[src/pkg/link_regs_defs.vh]
`ifndef LINK_REGS_DEFS_VH
`define LINK_REGS_DEFS_VH

// Register offsets in the link register space.
`define OFF_REVISION_STATUS   4'h0
`define OFF_ERROR_STATUS      4'h1
`define OFF_PHY_CONTROL       4'h2
`define OFF_PHY_CONTROL_TWO   4'h3
`define OFF_KEY_STATUS        4'h7
`define OFF_RESET_REQUEST     4'h8
`define OFF_CLOCK_CONTROL     4'h9
`define OFF_SYS_ACCESS_CTRL   4'hA
`define OFF_SYS_ACCESS_STAT   4'hB
`define OFF_MEM_CHECK_STAT    4'hC
`define PHY_LAST_OFFSET       4'h3

// Field positions.
`define BIT_GAP_EN            7
`define BIT_PARITY_IGNORE     5
`define BIT_TIMEOUT_OFF       4
`define BIT_REPLY_SIG_OFF     3
`define BIT_NEG_ACK_OFF       4
`define BIT_COLLISION_OFF     3
`define BIT_INTERFACE_OFF     2
`define BIT_USER_ROW_KEY      5
`define BIT_NVM_KEY           4
`define BIT_ERASE_KEY         3

// Reset values.
`define RST_PHY_CONTROL       8'h00
`define RST_PHY_CONTROL_TWO   8'h00
`define RST_CLOCK_SEL         2'h3
`define RST_SYS_ACCESS_CTRL   2'h1
// Arbitrary neutral implementation revision.
`define IMPL_REVISION         4'h5

// Error signature codes.
`define ERR_NONE              3'h0
`define ERR_PARITY            3'h1
`define ERR_FRAME             3'h2
`define ERR_TIMEOUT           3'h3
`define ERR_CLOCK_RECOVERY    3'h4
`define ERR_CONTENTION        3'h7

// System reset signature.
`define RESET_SIGNATURE       8'h59

// Guard time select code that switches guard time off.
`define GUARD_OFF_CODE        3'h7

// Access-layer response limit in link clock cycles.
`define TIMEOUT_CYCLES        65536
// Idle characters between bytes when the gap is enabled.
`define GAP_CHARS             2
// Bits in one idle character.
`define CHAR_BITS             12

`endif

[src/rtl/link_regs.v]
// Contract
// - Registers reachable only through debugger link instructions, never by the processor.
// - Physical settings at offsets 0x0-0x3, access-layer registers at 0x7-0xC.
// - Read-only four-bit implementation revision in bits 7:4 of status one.
// - Error signature bits 2:0 load on link error, clear on debugger read.
// - Signature 0 no error, 1 parity error, 2 frame stop error.
// - Signature 3 access-layer timeout, 4 start-bit clock recovery error.
// - Signature 7 line contention; codes 5 and 6 never produced.
// - Gap enable inserts two idle characters between sent bytes after the first.
// - Parity ignore bit suppresses parity checking and parity errors.
// - Unless disabled, missing access reply within 65536 cycles is a timeout.
// - Reply signature off bit suppresses all response signatures.
// - Guard select 0..6 gives 128 down to 2 cycles; reset gives 128.
// - Guard select 7 turns guard time off entirely.
// - Negative acknowledge off bit suppresses nack on reset during load/store.
// - Collision check runs during own transmission unless the off bit is set.
// - Interface off resets interface, drops clock hold, clears settings and keys.
// - Key status bits 5, 4, 3 show user row, programming, erase keys.
// - Writing 0x59 holds system reset, other values release; bit 0 reads it.
// - Clock select 1,2,3 gives 16, 8, 4 MHz; reset value 3.
`timescale 1ns/1ps
`default_nettype none
`include "link_regs_defs.vh"

module link_regs #(
   parameter TIMEOUT_CYCLES = `TIMEOUT_CYCLES,
   parameter GAP_CHARS      = `GAP_CHARS,
   parameter CHAR_BITS      = `CHAR_BITS
) (
   // Clock and reset.
   input  wire       mclk,
   input  wire       rst,
   // Register access from the link instruction decoder.
   input  wire       reg_wr,
   input  wire       reg_rd,
   input  wire [3:0] reg_addr,
   input  wire [7:0] reg_wdata,
   output reg  [7:0] reg_rdata,
   // Link frame events from the physical layer.
   input  wire       parity_bad,
   input  wire       stop_bad,
   input  wire       start_bad,
   input  wire       rx_bit,
   input  wire       tx_bit,
   input  wire       tx_active,
   input  wire       bit_tick,
   // Transmit sequencing from the physical layer.
   input  wire       rx_to_tx,
   input  wire       next_byte,
   output reg        tx_allowed,
   output reg        send_reply_sig,
   // Access-layer handshake.
   input  wire       access_wait,
   input  wire       access_resp,
   input  wire       load_store_busy,
   input  wire       sys_reset_seen,
   output reg        send_nack,
   // Key and system state from the access layer.
   input  wire       erase_key_set,
   input  wire       nvm_key_set,
   input  wire       user_row_key_set,
   input  wire       key_done,
   input  wire       sys_asleep_in,
   input  wire       locked_in,
   input  wire [2:0] mem_check_in,
   // System control outputs.
   output reg        sys_reset_request,
   output reg        sys_clock_hold,
   output reg        user_row_commit,
   output reg  [1:0] link_clock_sel,
   output reg        interface_reset
);

   reg  [7:0] ctrl_reg;
   reg  [7:0] ctrl_two_reg;
   reg  [2:0] error_signature;
   reg  [2:0] keys_reg;
   reg        sys_reset_seen_reg;
   reg  [16:0] timeout_reg;
   reg  [2:0] contention_sync;
   reg  [2:0] tx_bit_dly_reg;
   reg  [2:0] tx_active_dly_reg;
   reg        guard_start;
   reg  [7:0] guard_len;
   reg        gap_pending;
   wire       guard_busy;
   wire       guard_done;
   wire       parity_err;
   wire       timeout_err;
   wire       contention_err;
   reg  [2:0] err_next;

   // Guard length in bit times for a given select code.
   function [7:0] guard_cycles;
      input [2:0] sel;
      begin
         if (sel == `GUARD_OFF_CODE)
            guard_cycles = 8'h00;
         else
            guard_cycles = 8'h80 >> sel;
      end
   endfunction

   guard_timer #(
      .WIDTH(8)
   ) u_guard (
      .mclk    (mclk),
      .rst     (rst),
      .start   (guard_start),
      .length  (guard_len),
      .bit_tick(bit_tick),
      .busy    (guard_busy),
      .done    (guard_done)
   );

   // Error causes, each gated by its control bit.
   assign parity_err     = parity_bad && !ctrl_reg[`BIT_PARITY_IGNORE];
   assign timeout_err    = access_wait && !ctrl_reg[`BIT_TIMEOUT_OFF] &&
                           (timeout_reg == TIMEOUT_CYCLES[16:0] - 17'h00001);
   assign contention_err = tx_active && tx_active_dly_reg[2] && !ctrl_two_reg[`BIT_COLLISION_OFF] &&
                           (contention_sync[2] == contention_sync[1]) &&
                           (contention_sync[2] != tx_bit_dly_reg[2]);

   // Newest error code; contention outranks the others.
   always @* begin
      err_next = error_signature;
      if (contention_err)
         err_next = `ERR_CONTENTION;
      else if (start_bad)
         err_next = `ERR_CLOCK_RECOVERY;
      else if (timeout_err)
         err_next = `ERR_TIMEOUT;
      else if (stop_bad)
         err_next = `ERR_FRAME;
      else if (parity_err)
         err_next = `ERR_PARITY;
      else if (reg_rd && reg_addr == `OFF_ERROR_STATUS)
         err_next = `ERR_NONE;
   end

   // The line level passes three flip-flops; the sent level is delayed alike to match it.
   always @(posedge mclk or posedge rst) begin
      if (rst) begin
         contention_sync   <= 3'h0;
         tx_bit_dly_reg    <= 3'h0;
         tx_active_dly_reg <= 3'h0;
      end else begin
         contention_sync   <= {contention_sync[1:0], rx_bit};
         tx_bit_dly_reg    <= {tx_bit_dly_reg[1:0], tx_bit};
         tx_active_dly_reg <= {tx_active_dly_reg[1:0], tx_active};
      end
   end

   // Settings, keys and error capture; interface off resets settings, keys, error and clock select and drops clock hold.
   always @(posedge mclk or posedge rst) begin
      if (rst) begin
         ctrl_reg          <= `RST_PHY_CONTROL;
         ctrl_two_reg      <= `RST_PHY_CONTROL_TWO;
         error_signature   <= `ERR_NONE;
         keys_reg          <= 3'h0;
         sys_reset_request <= 1'b0;
         sys_clock_hold    <= 1'b1;
         user_row_commit   <= 1'b0;
         link_clock_sel    <= `RST_CLOCK_SEL;
         interface_reset   <= 1'b0;
         sys_reset_seen_reg <= 1'b0;
      end else if (reg_wr && reg_addr == `OFF_PHY_CONTROL_TWO &&
                   reg_wdata[`BIT_INTERFACE_OFF]) begin
         ctrl_reg        <= `RST_PHY_CONTROL;
         ctrl_two_reg    <= `RST_PHY_CONTROL_TWO;
         error_signature <= `ERR_NONE;
         keys_reg        <= 3'h0;
         sys_clock_hold  <= 1'b0;
         user_row_commit <= 1'b0;
         link_clock_sel  <= `RST_CLOCK_SEL;
         interface_reset <= 1'b1;
      end else begin
         interface_reset <= 1'b0;
         user_row_commit <= 1'b0;
         error_signature <= err_next;
         // Keys set by the access layer, cleared on completion.
         if (key_done)
            keys_reg <= 3'h0;
         keys_reg[0] <= (keys_reg[0] && !key_done) || erase_key_set;
         keys_reg[1] <= (keys_reg[1] && !key_done) || nvm_key_set;
         keys_reg[2] <= (keys_reg[2] && !key_done) || user_row_key_set;
         // Reset seen flag clears on read, set wins.
         sys_reset_seen_reg <= sys_reset_seen || sys_reset_request ||
                               (sys_reset_seen_reg &&
                                !(reg_rd && reg_addr == `OFF_SYS_ACCESS_STAT));
         if (reg_wr) begin
            case (reg_addr)
               `OFF_PHY_CONTROL: begin
                  ctrl_reg <= {reg_wdata[7], 1'b0, reg_wdata[5:0]};
               end
               `OFF_PHY_CONTROL_TWO: begin
                  ctrl_two_reg <= {3'h0, reg_wdata[4:3], 3'h0};
               end
               `OFF_KEY_STATUS: begin
                  if (reg_wdata[`BIT_USER_ROW_KEY])
                     keys_reg[2] <= user_row_key_set;
               end
               `OFF_RESET_REQUEST: begin
                  sys_reset_request <= (reg_wdata == `RESET_SIGNATURE);
               end
               `OFF_CLOCK_CONTROL: begin
                  if (reg_wdata[1:0] != 2'h0)
                     link_clock_sel <= reg_wdata[1:0];
               end
               `OFF_SYS_ACCESS_CTRL: begin
                  sys_clock_hold  <= reg_wdata[0];
                  user_row_commit <= reg_wdata[1] && keys_reg[2];
               end
               default: begin
               end
            endcase
         end
      end
   end

   // Access-layer reply timer runs while a response is awaited.
   always @(posedge mclk or posedge rst) begin
      if (rst)
         timeout_reg <= 17'h00000;
      else if (!access_wait || access_resp || timeout_err)
         timeout_reg <= 17'h00000;
      else
         timeout_reg <= timeout_reg + 17'h00001;
   end

   // Guard before the first byte, two idle characters between later bytes when the gap is enabled.
   always @(posedge mclk or posedge rst) begin
      if (rst) begin
         guard_start <= 1'b0;
         guard_len   <= 8'h00;
         gap_pending <= 1'b0;
         tx_allowed  <= 1'b0;
      end else begin
         guard_start <= 1'b0;
         if (rx_to_tx) begin
            guard_start <= 1'b1;
            guard_len   <= guard_cycles(ctrl_reg[2:0]);
            tx_allowed  <= 1'b0;
            gap_pending <= 1'b0;
         end else if (next_byte && ctrl_reg[`BIT_GAP_EN]) begin
            guard_start <= 1'b1;
            guard_len   <= GAP_CHARS[7:0] * CHAR_BITS[7:0];
            tx_allowed  <= 1'b0;
            gap_pending <= 1'b1;
         end else if (guard_done) begin
            tx_allowed  <= 1'b1;
            gap_pending <= 1'b0;
         end else if (guard_busy) begin
            tx_allowed  <= 1'b0;
         end
      end
   end

   // Reply signature and negative acknowledge enables.
   always @(posedge mclk or posedge rst) begin
      if (rst) begin
         send_reply_sig <= 1'b1;
         send_nack      <= 1'b0;
      end else begin
         send_reply_sig <= !ctrl_reg[`BIT_REPLY_SIG_OFF];
         send_nack      <= sys_reset_seen && load_store_busy &&
                           !ctrl_two_reg[`BIT_NEG_ACK_OFF] &&
                           !ctrl_reg[`BIT_REPLY_SIG_OFF];
      end
   end

   // Read data is registered; only the link decoder reaches this port.
   always @(posedge mclk or posedge rst) begin
      if (rst) begin
         reg_rdata <= 8'h00;
      end else if (reg_rd) begin
         case (reg_addr)
            `OFF_REVISION_STATUS: reg_rdata <= {`IMPL_REVISION, 4'h0};
            `OFF_ERROR_STATUS:    reg_rdata <= {5'h00, error_signature};
            `OFF_PHY_CONTROL:     reg_rdata <= ctrl_reg;
            `OFF_PHY_CONTROL_TWO: reg_rdata <= ctrl_two_reg;
            `OFF_KEY_STATUS:      reg_rdata <= {2'h0, keys_reg[2], keys_reg[1],
                                                keys_reg[0], 3'h0};
            `OFF_RESET_REQUEST:   reg_rdata <= {7'h00, sys_reset_request};
            `OFF_CLOCK_CONTROL:   reg_rdata <= {6'h00, link_clock_sel};
            `OFF_SYS_ACCESS_CTRL: reg_rdata <= {6'h00, 1'b0, sys_clock_hold};
            `OFF_SYS_ACCESS_STAT: reg_rdata <= {2'h0, sys_reset_seen_reg,
                                                sys_asleep_in, keys_reg[1],
                                                keys_reg[2], 1'b0, locked_in};
            `OFF_MEM_CHECK_STAT:  reg_rdata <= {5'h00, mem_check_in};
            default:              reg_rdata <= 8'h00;
         endcase
      end
   end

endmodule

`default_nettype wire

[src/rtl/guard_timer.v]
`timescale 1ns/1ps
`default_nettype none

// Counts a guard or gap wait in bit times and pulses done when it ends.
module guard_timer #(
   parameter WIDTH = 8
) (
   // Clock and reset.
   input  wire             mclk,
   input  wire             rst,
   // Control.
   input  wire             start,
   input  wire [WIDTH-1:0] length,
   input  wire             bit_tick,
   // Status.
   output reg              busy,
   output reg              done
);

   reg [WIDTH-1:0] count_reg;

   // Load on start, count down on each bit tick, pulse done at zero.
   always @(posedge mclk or posedge rst) begin
      if (rst) begin
         count_reg <= {WIDTH{1'b0}};
         busy      <= 1'b0;
         done      <= 1'b0;
      end else begin
         done <= 1'b0;
         if (start) begin
            if (length == {WIDTH{1'b0}}) begin
               busy <= 1'b0;
               done <= 1'b1;
            end else begin
               busy      <= 1'b1;
               count_reg <= length;
            end
         end else if (busy && bit_tick) begin
            if (count_reg == {{(WIDTH-1){1'b0}}, 1'b1}) begin
               busy <= 1'b0;
               done <= 1'b1;
            end
            count_reg <= count_reg - {{(WIDTH-1){1'b0}}, 1'b1};
         end
      end
   end

endmodule

`default_nettype wire

[config.mk]
export PLATFORM = sky130hd
export DESIGN_NAME = link_regs
export DESIGN_NICKNAME = d
export VERILOG_FILES = /design/src/rtl/link_regs.v /design/src/rtl/guard_timer.v
export VERILOG_INCLUDE_DIRS = /design/src /design/src/pkg
export SDC_FILE = /design/constraint.sdc
export NUM_CORES = 1
export LEC_CHECK = 0
export ABC_AREA = 0
export BUFFER_PORTS_ARGS = -buffer_cell sky130_fd_sc_hd__buf_2
export CORE_UTILIZATION = 57
export CTS_CLUSTER_SIZE = 8
export DETAILED_ROUTE_END_ITERATION = 10
export HOLD_SLACK_MARGIN = 0.02
export PLACE_DENSITY = 0.84
export SLEW_MARGIN = 20
export SYNTH_ARGS = -nofsm -noshare
export SYNTH_HDL_FRONTEND = slang
export SYNTH_SLANG_ARGS = --single-unit
export TNS_END_PERCENT = 20
[constraint.sdc]
create_clock -name mclk -period 3.3 [get_ports mclk]
set_clock_uncertainty 0.15 [all_clocks]
set_input_delay 0.66 -clock mclk [delete_from_list [all_inputs] [get_ports mclk]]
set_output_delay 0.66 -clock mclk [all_outputs]
set_load 0.05 [all_outputs]
Yosys cells after proc, flatten, opt, wreduce, memory -nomap -nowiden
Cells that the tools add are included.
- bits in registers: 85
- output and inout port bits: 17
- logic and storage cells: 150
- add/sub/neg operators: 2
- equality and inequality tests: 16
- shift operators: 1
- multiplexer cells: 50
- bitwise logic cells: 1
- reductions and logical operators: 57
- operators by type and width (cell ; count):
    2-to-1 mux 8 bit ; 12
    case mux 8 bit (10 select lines) ; 1
    2-to-1 mux 1 bit ; 24
    2-to-1 mux 3 bit ; 8
    logical AND 1 bit ; 21
    equality test 4 bit (second input constant) ; 5
    nonzero test 2 bit ; 10
    adder 17 x 1 -> 17 bit (second input constant) ; 1
    equality test 17 x 16 -> 1 bit (second input constant) ; 1
    2-to-1 mux 17 bit ; 1
    AND reduction 2 bit ; 5
    equality test 4 x 2 -> 1 bit (second input constant) ; 2
    equality test 8 x 1 -> 1 bit (second input constant) ; 1
    equality test 8 x 7 -> 1 bit (second input constant) ; 1
    logical NOT 1 bit ; 8
    logical NOT 8 bit ; 1
    2-to-1 mux 2 bit ; 4
    >> shifter 8 x 3 -> 8 bit (first input constant) ; 1
    subtractor 8 x 1 -> 8 bit (second input constant) ; 1
    logical OR 1 bit ; 7
    nonzero test 7 bit ; 1
    AND reduction 3 bit ; 2
    equality test 4 x 1 -> 1 bit (second input constant) ; 1
    equality test 4 x 3 -> 1 bit (second input constant) ; 1
    7 further kinds ; 7

Depth between registers and ports, before layout
- depth in word-level cells: 9
- mapped depth: 9
- gate-level depth less buffers: 9

Cells and area by module
A second synthesis with hierarchy kept.
- cells, all modules: 365
- area, all modules: 3749.8 µm²
- modules (own cells, without submodules) (module ; times used ; cells each ; area an instance (µm²) ; sequential area each (µm²)):
    link_regs ; 1 ; 295 ; 3128.0 ; 1681.6
    guard_timer ; 1 ; 70 ; 621.8 ; 250.2

Least setup slack after synthesis
No wires, ideal clock.
- kind: flip-flop to flip-flop
- from: register timeout_reg[0]
- to: register timeout_reg[10]
- library setup time: 0.132 ns
- arrival: 1.922 ns
- required time: 3.018 ns
- path slack: 1.096 ns
- stages on the path, launching flop included: 10
- clock period less this slack: 2.204 ns
- path through: dfrtp_1 -> ha_1 -> and4_1 -> nand4_1 -> nor2_1 -> ha_1 -> nand3b_1 -> nand3b_1 -> clkbuf_1 -> nor2_1
- longest elaborated chain between the ends: 4
- RTL lines (element ; line ; RTL):
    start: declaration ; link_regs.v:79 ; reg [16:0] timeout_reg;
    start signal: assignment ; link_regs.v:228 ; timeout_reg <= timeout_reg + 17'h00001;
    parallel branches: the longest is 3 deep, another holds adder 17 x 1 -> 17 bit ; - ;
    2-to-1 mux 17 bit (*) ; link_regs.v:225 ; else if (!access_wait || access_resp || timeout_err)
Every way passes the cells marked *.
A chain may end at the register's enable or synchronous reset.

Worst setup path after layout
- from: register timeout_reg[0]
- to: register timeout_reg[13]
The elaborated chain is that of the path after synthesis.

==> impl_results.md <==
- Outcome: completed
- Max H-tree Level: 3
- Die height: 82.73 µm
- Pin slew with the least headroom to its limit: 0.6583 ns
- N_diodes: 0
- Layer with the highest usage: met2
- Worst path cell trace: ha_1 -> and4_1 -> nand4_1 -> nor2_1 -> ha_1 -> nand3b_1 -> nand3b_1 -> a211oi_1 -> a31o_2
- Max FO, Critical Path: 10
- Post-synthesis register bit count: 77
- Reg clk slew, reported paths: 0.08 ns
- Routing usage on met3: 6.813%
- Worst R2R End: timeout_reg[13]
- Yosys cell types: 59
- GR Layer Usage met2: 39.18%
- Post-route setup slack: 0.9085 ns
- Synth top area cells: dfrtp_1 (49%), nor2_1 (4.4%), o21ai_0 (3.1%)
- First-pass GRT wire length: 12650 µm
- Post-Syn Instances: 371
- Number of global-route vias before repair: 2644
- Worst path required time: 3.46 ns
- FILL cells: 481
- RSZ-0062 raised after global routing: no
- Pre-CTS setup slack: 0.9266 ns
- Max-Cap Viols: 0
- WS Path Type: flip-flop to flip-flop
- Net Count, Synth: 413
- GP Congestion: 0.8992
- P_leak: 1.950 nW
- Final setup fails: 0
- Critical path endpoint category: flip-flop
- Via-per-instance ratio: 5.917
- Share of cells above drive strength 1: 21.06%
- Area Overhead vs Synth: 14.99%
- Setup tns final: 0 ns
- Dpl hpwl: 5661 µm
- CTS resizes: 0
- Routed WL per cell: 15.72 µm
- IO Pins: 55
- Core area: 6314 µm²
- Met1 GRT Util: 33.57%
- Sequential area share after synthesis: 52.00%
- PortBufs: 54
- Clk sinks: 77
- CP max stage delay: 0.41 ns
- Drt initial violations: 330
- Max-slew headroom: 56.11%
- Fin crit share: 72.47%
- Residual DRC: 0
- Starting Density: 58.84%
- Pwr dens: 579.7 nW/µm²
- Fmax: 0.4181 GHz
- Via count: 3012
- Synth Area per Inst: 10.01 µm²
- DR pass1 iterations: 4
- Arr. time, crit path: 2.55 ns
- Chip Width: 82.73 µm
- Total wire length: 8002 µm
- R2R cell count: 9
- Crit-path slowest cell: dfrtp_1
- Maximum vdd drop: 0.0003590 V
- Yosys top cell area share: 49.17%
- Largest net degree at the start of global routing: 38
- Total track usage: 25.30%
- Reg2reg setup slack: 0.91 ns
- Worst-Skew Late Latency: 0.36 ns
- Ys flop type: dfrtp_1
- Max reg flops: 17
- Fin nets: 469
- Overflow after GRT: 0
- Synth async-reset ratio: 100.0%
- Die area: 6844 µm²
- CTS Hold Bufs: 0
- Setup Buffers After CTS: 0
- Worst min path class: input pin to asynchronous set/reset pin
- TritonCTS Buffers: 9
- Synth warn: 0
- Final Slew Violations: 0
- CTS Buffer Depth: 2
- CP startpoint kind: flip-flop
- Initial antenna violation count: 0
- CTS tree: yes
- Mapped cell area: 3715 µm²
- Clock root buffer: clkbuf_8
- Num rows: 29
- Critical R2R Launch: timeout_reg[0]
- EDFF count, synth: 0
- Final Hold Viols: 0
- Fin crit period: 2.392 ns
- Post-route ant nets: 0
- Largest area contributor in the synthesized netlist: dfrtp_1
==> metrics by stage <==
stage          cell area (µm²)  instances  hold WS, ns  utilization [%]  power, mW
2_1_floorplan             3715        371       0.1812                -      1.553
3_3_place_gp              4055        493       0.1845            64.23      1.686
3_5_place_dp              4055        493       0.1865            64.23      1.703
4_1_cts                   4272        509       0.1633            67.66      2.486
5_1_grt                   4272        509       0.1920            67.66      2.603
6_report                  4272        509       0.1549            67.66      2.476
==> synth_stat cells, types with 4 or more instances <==
master,n
nor2b_1,8
mux2i_1,8
dfstp_2,4
clkbuf_1,5
and3_1,6
a21oi_1,19
dfrtp_1,73
o31ai_1,4
inv_1,24
o21ai_0,23
ha_1,4
nand2_1,24
buf_2,4
a31oi_1,6
o32ai_1,4
xor2_1,6
nand3_1,13
nand4_1,8
nand3b_1,5
nor3_1,8
nand2b_1,4
nor2_1,44
xnor2_1,6
==> final cells by class <==
cell class	instances	area [µm²]	share of cell area, %
sequential	77	1932	45.23
inverter	24	90.09	2.109
multi-input combinational	258	1632	38.20
timing repair buffer	57	305.3	7.147
tap	77	96.34	2.255
clock buffer	11	131.4	3.076
clock inverter	5	85.08	1.992
==> worst max-delay path by stage <==
stage	start	end	slack (ns)	cells after the start
5_1_grt	timeout_reg[0]	timeout_reg[13]	0.74	9
3_5_place_dp	timeout_reg[0]	timeout_reg[15]	0.93	9
3_3_place_gp	timeout_reg[0]	timeout_reg[15]	1.01	9
6_report	timeout_reg[0]	timeout_reg[13]	0.91	9
4_1_cts	timeout_reg[0]	timeout_reg[13]	0.89	9
2_1_floorplan	rst	contention_sync[0]	0.53	1
==> power by group <==
| part | internal, mW | switching (mW) | total (mW) |
|---|---|---|---|
| Clock | 0.430 | 0.354 | 0.784 |
| Sequential | 1.07 | 0.120 | 1.19 |
| Combinational | 0.198 | 0.306 | 0.505 |
==> metal layers <==
metal,part of all wire [%],wire length (µm)
met1,43,3437
met2,49,3941
met3,6.0,484
met4,1.7,138
met5,0,0
==> layout by cell type (no fill, tap or decap), drive strengths merged, types with 8 or more instances in the layout <==
master  count
o21ai      23
nand2      24
mux2i       8
dfrtp      73
a21oi      19
nor2b       8
nor2       46
nand4       8
nor3        9
inv        25
buf        57
clkbuf     11
nand3      13
==> critical path: cells and delay by family, from the launching register on <==
family          cells  cell delay (ns)
simple gates        5             0.87
flops               1             0.41
compound gates      2             0.51
fa+ha+maj           2             0.41
==> cell families after synthesis <==
family / count (synthesis) / synth area share [%]
AND/OR/NAND/NOR: 147 / 21.42
AO/OA/AOI/OAI: 84 / 15.26
flip-flops: 77 / 52.00
buffers and inverters: 36 / 4.076
XOR/XNOR: 12 / 2.829
multiplexers: 11 / 3.065
adder cells (fa/ha/maj): 4 / 1.347
No activity file was read; power rests on OpenSTA's default activity.
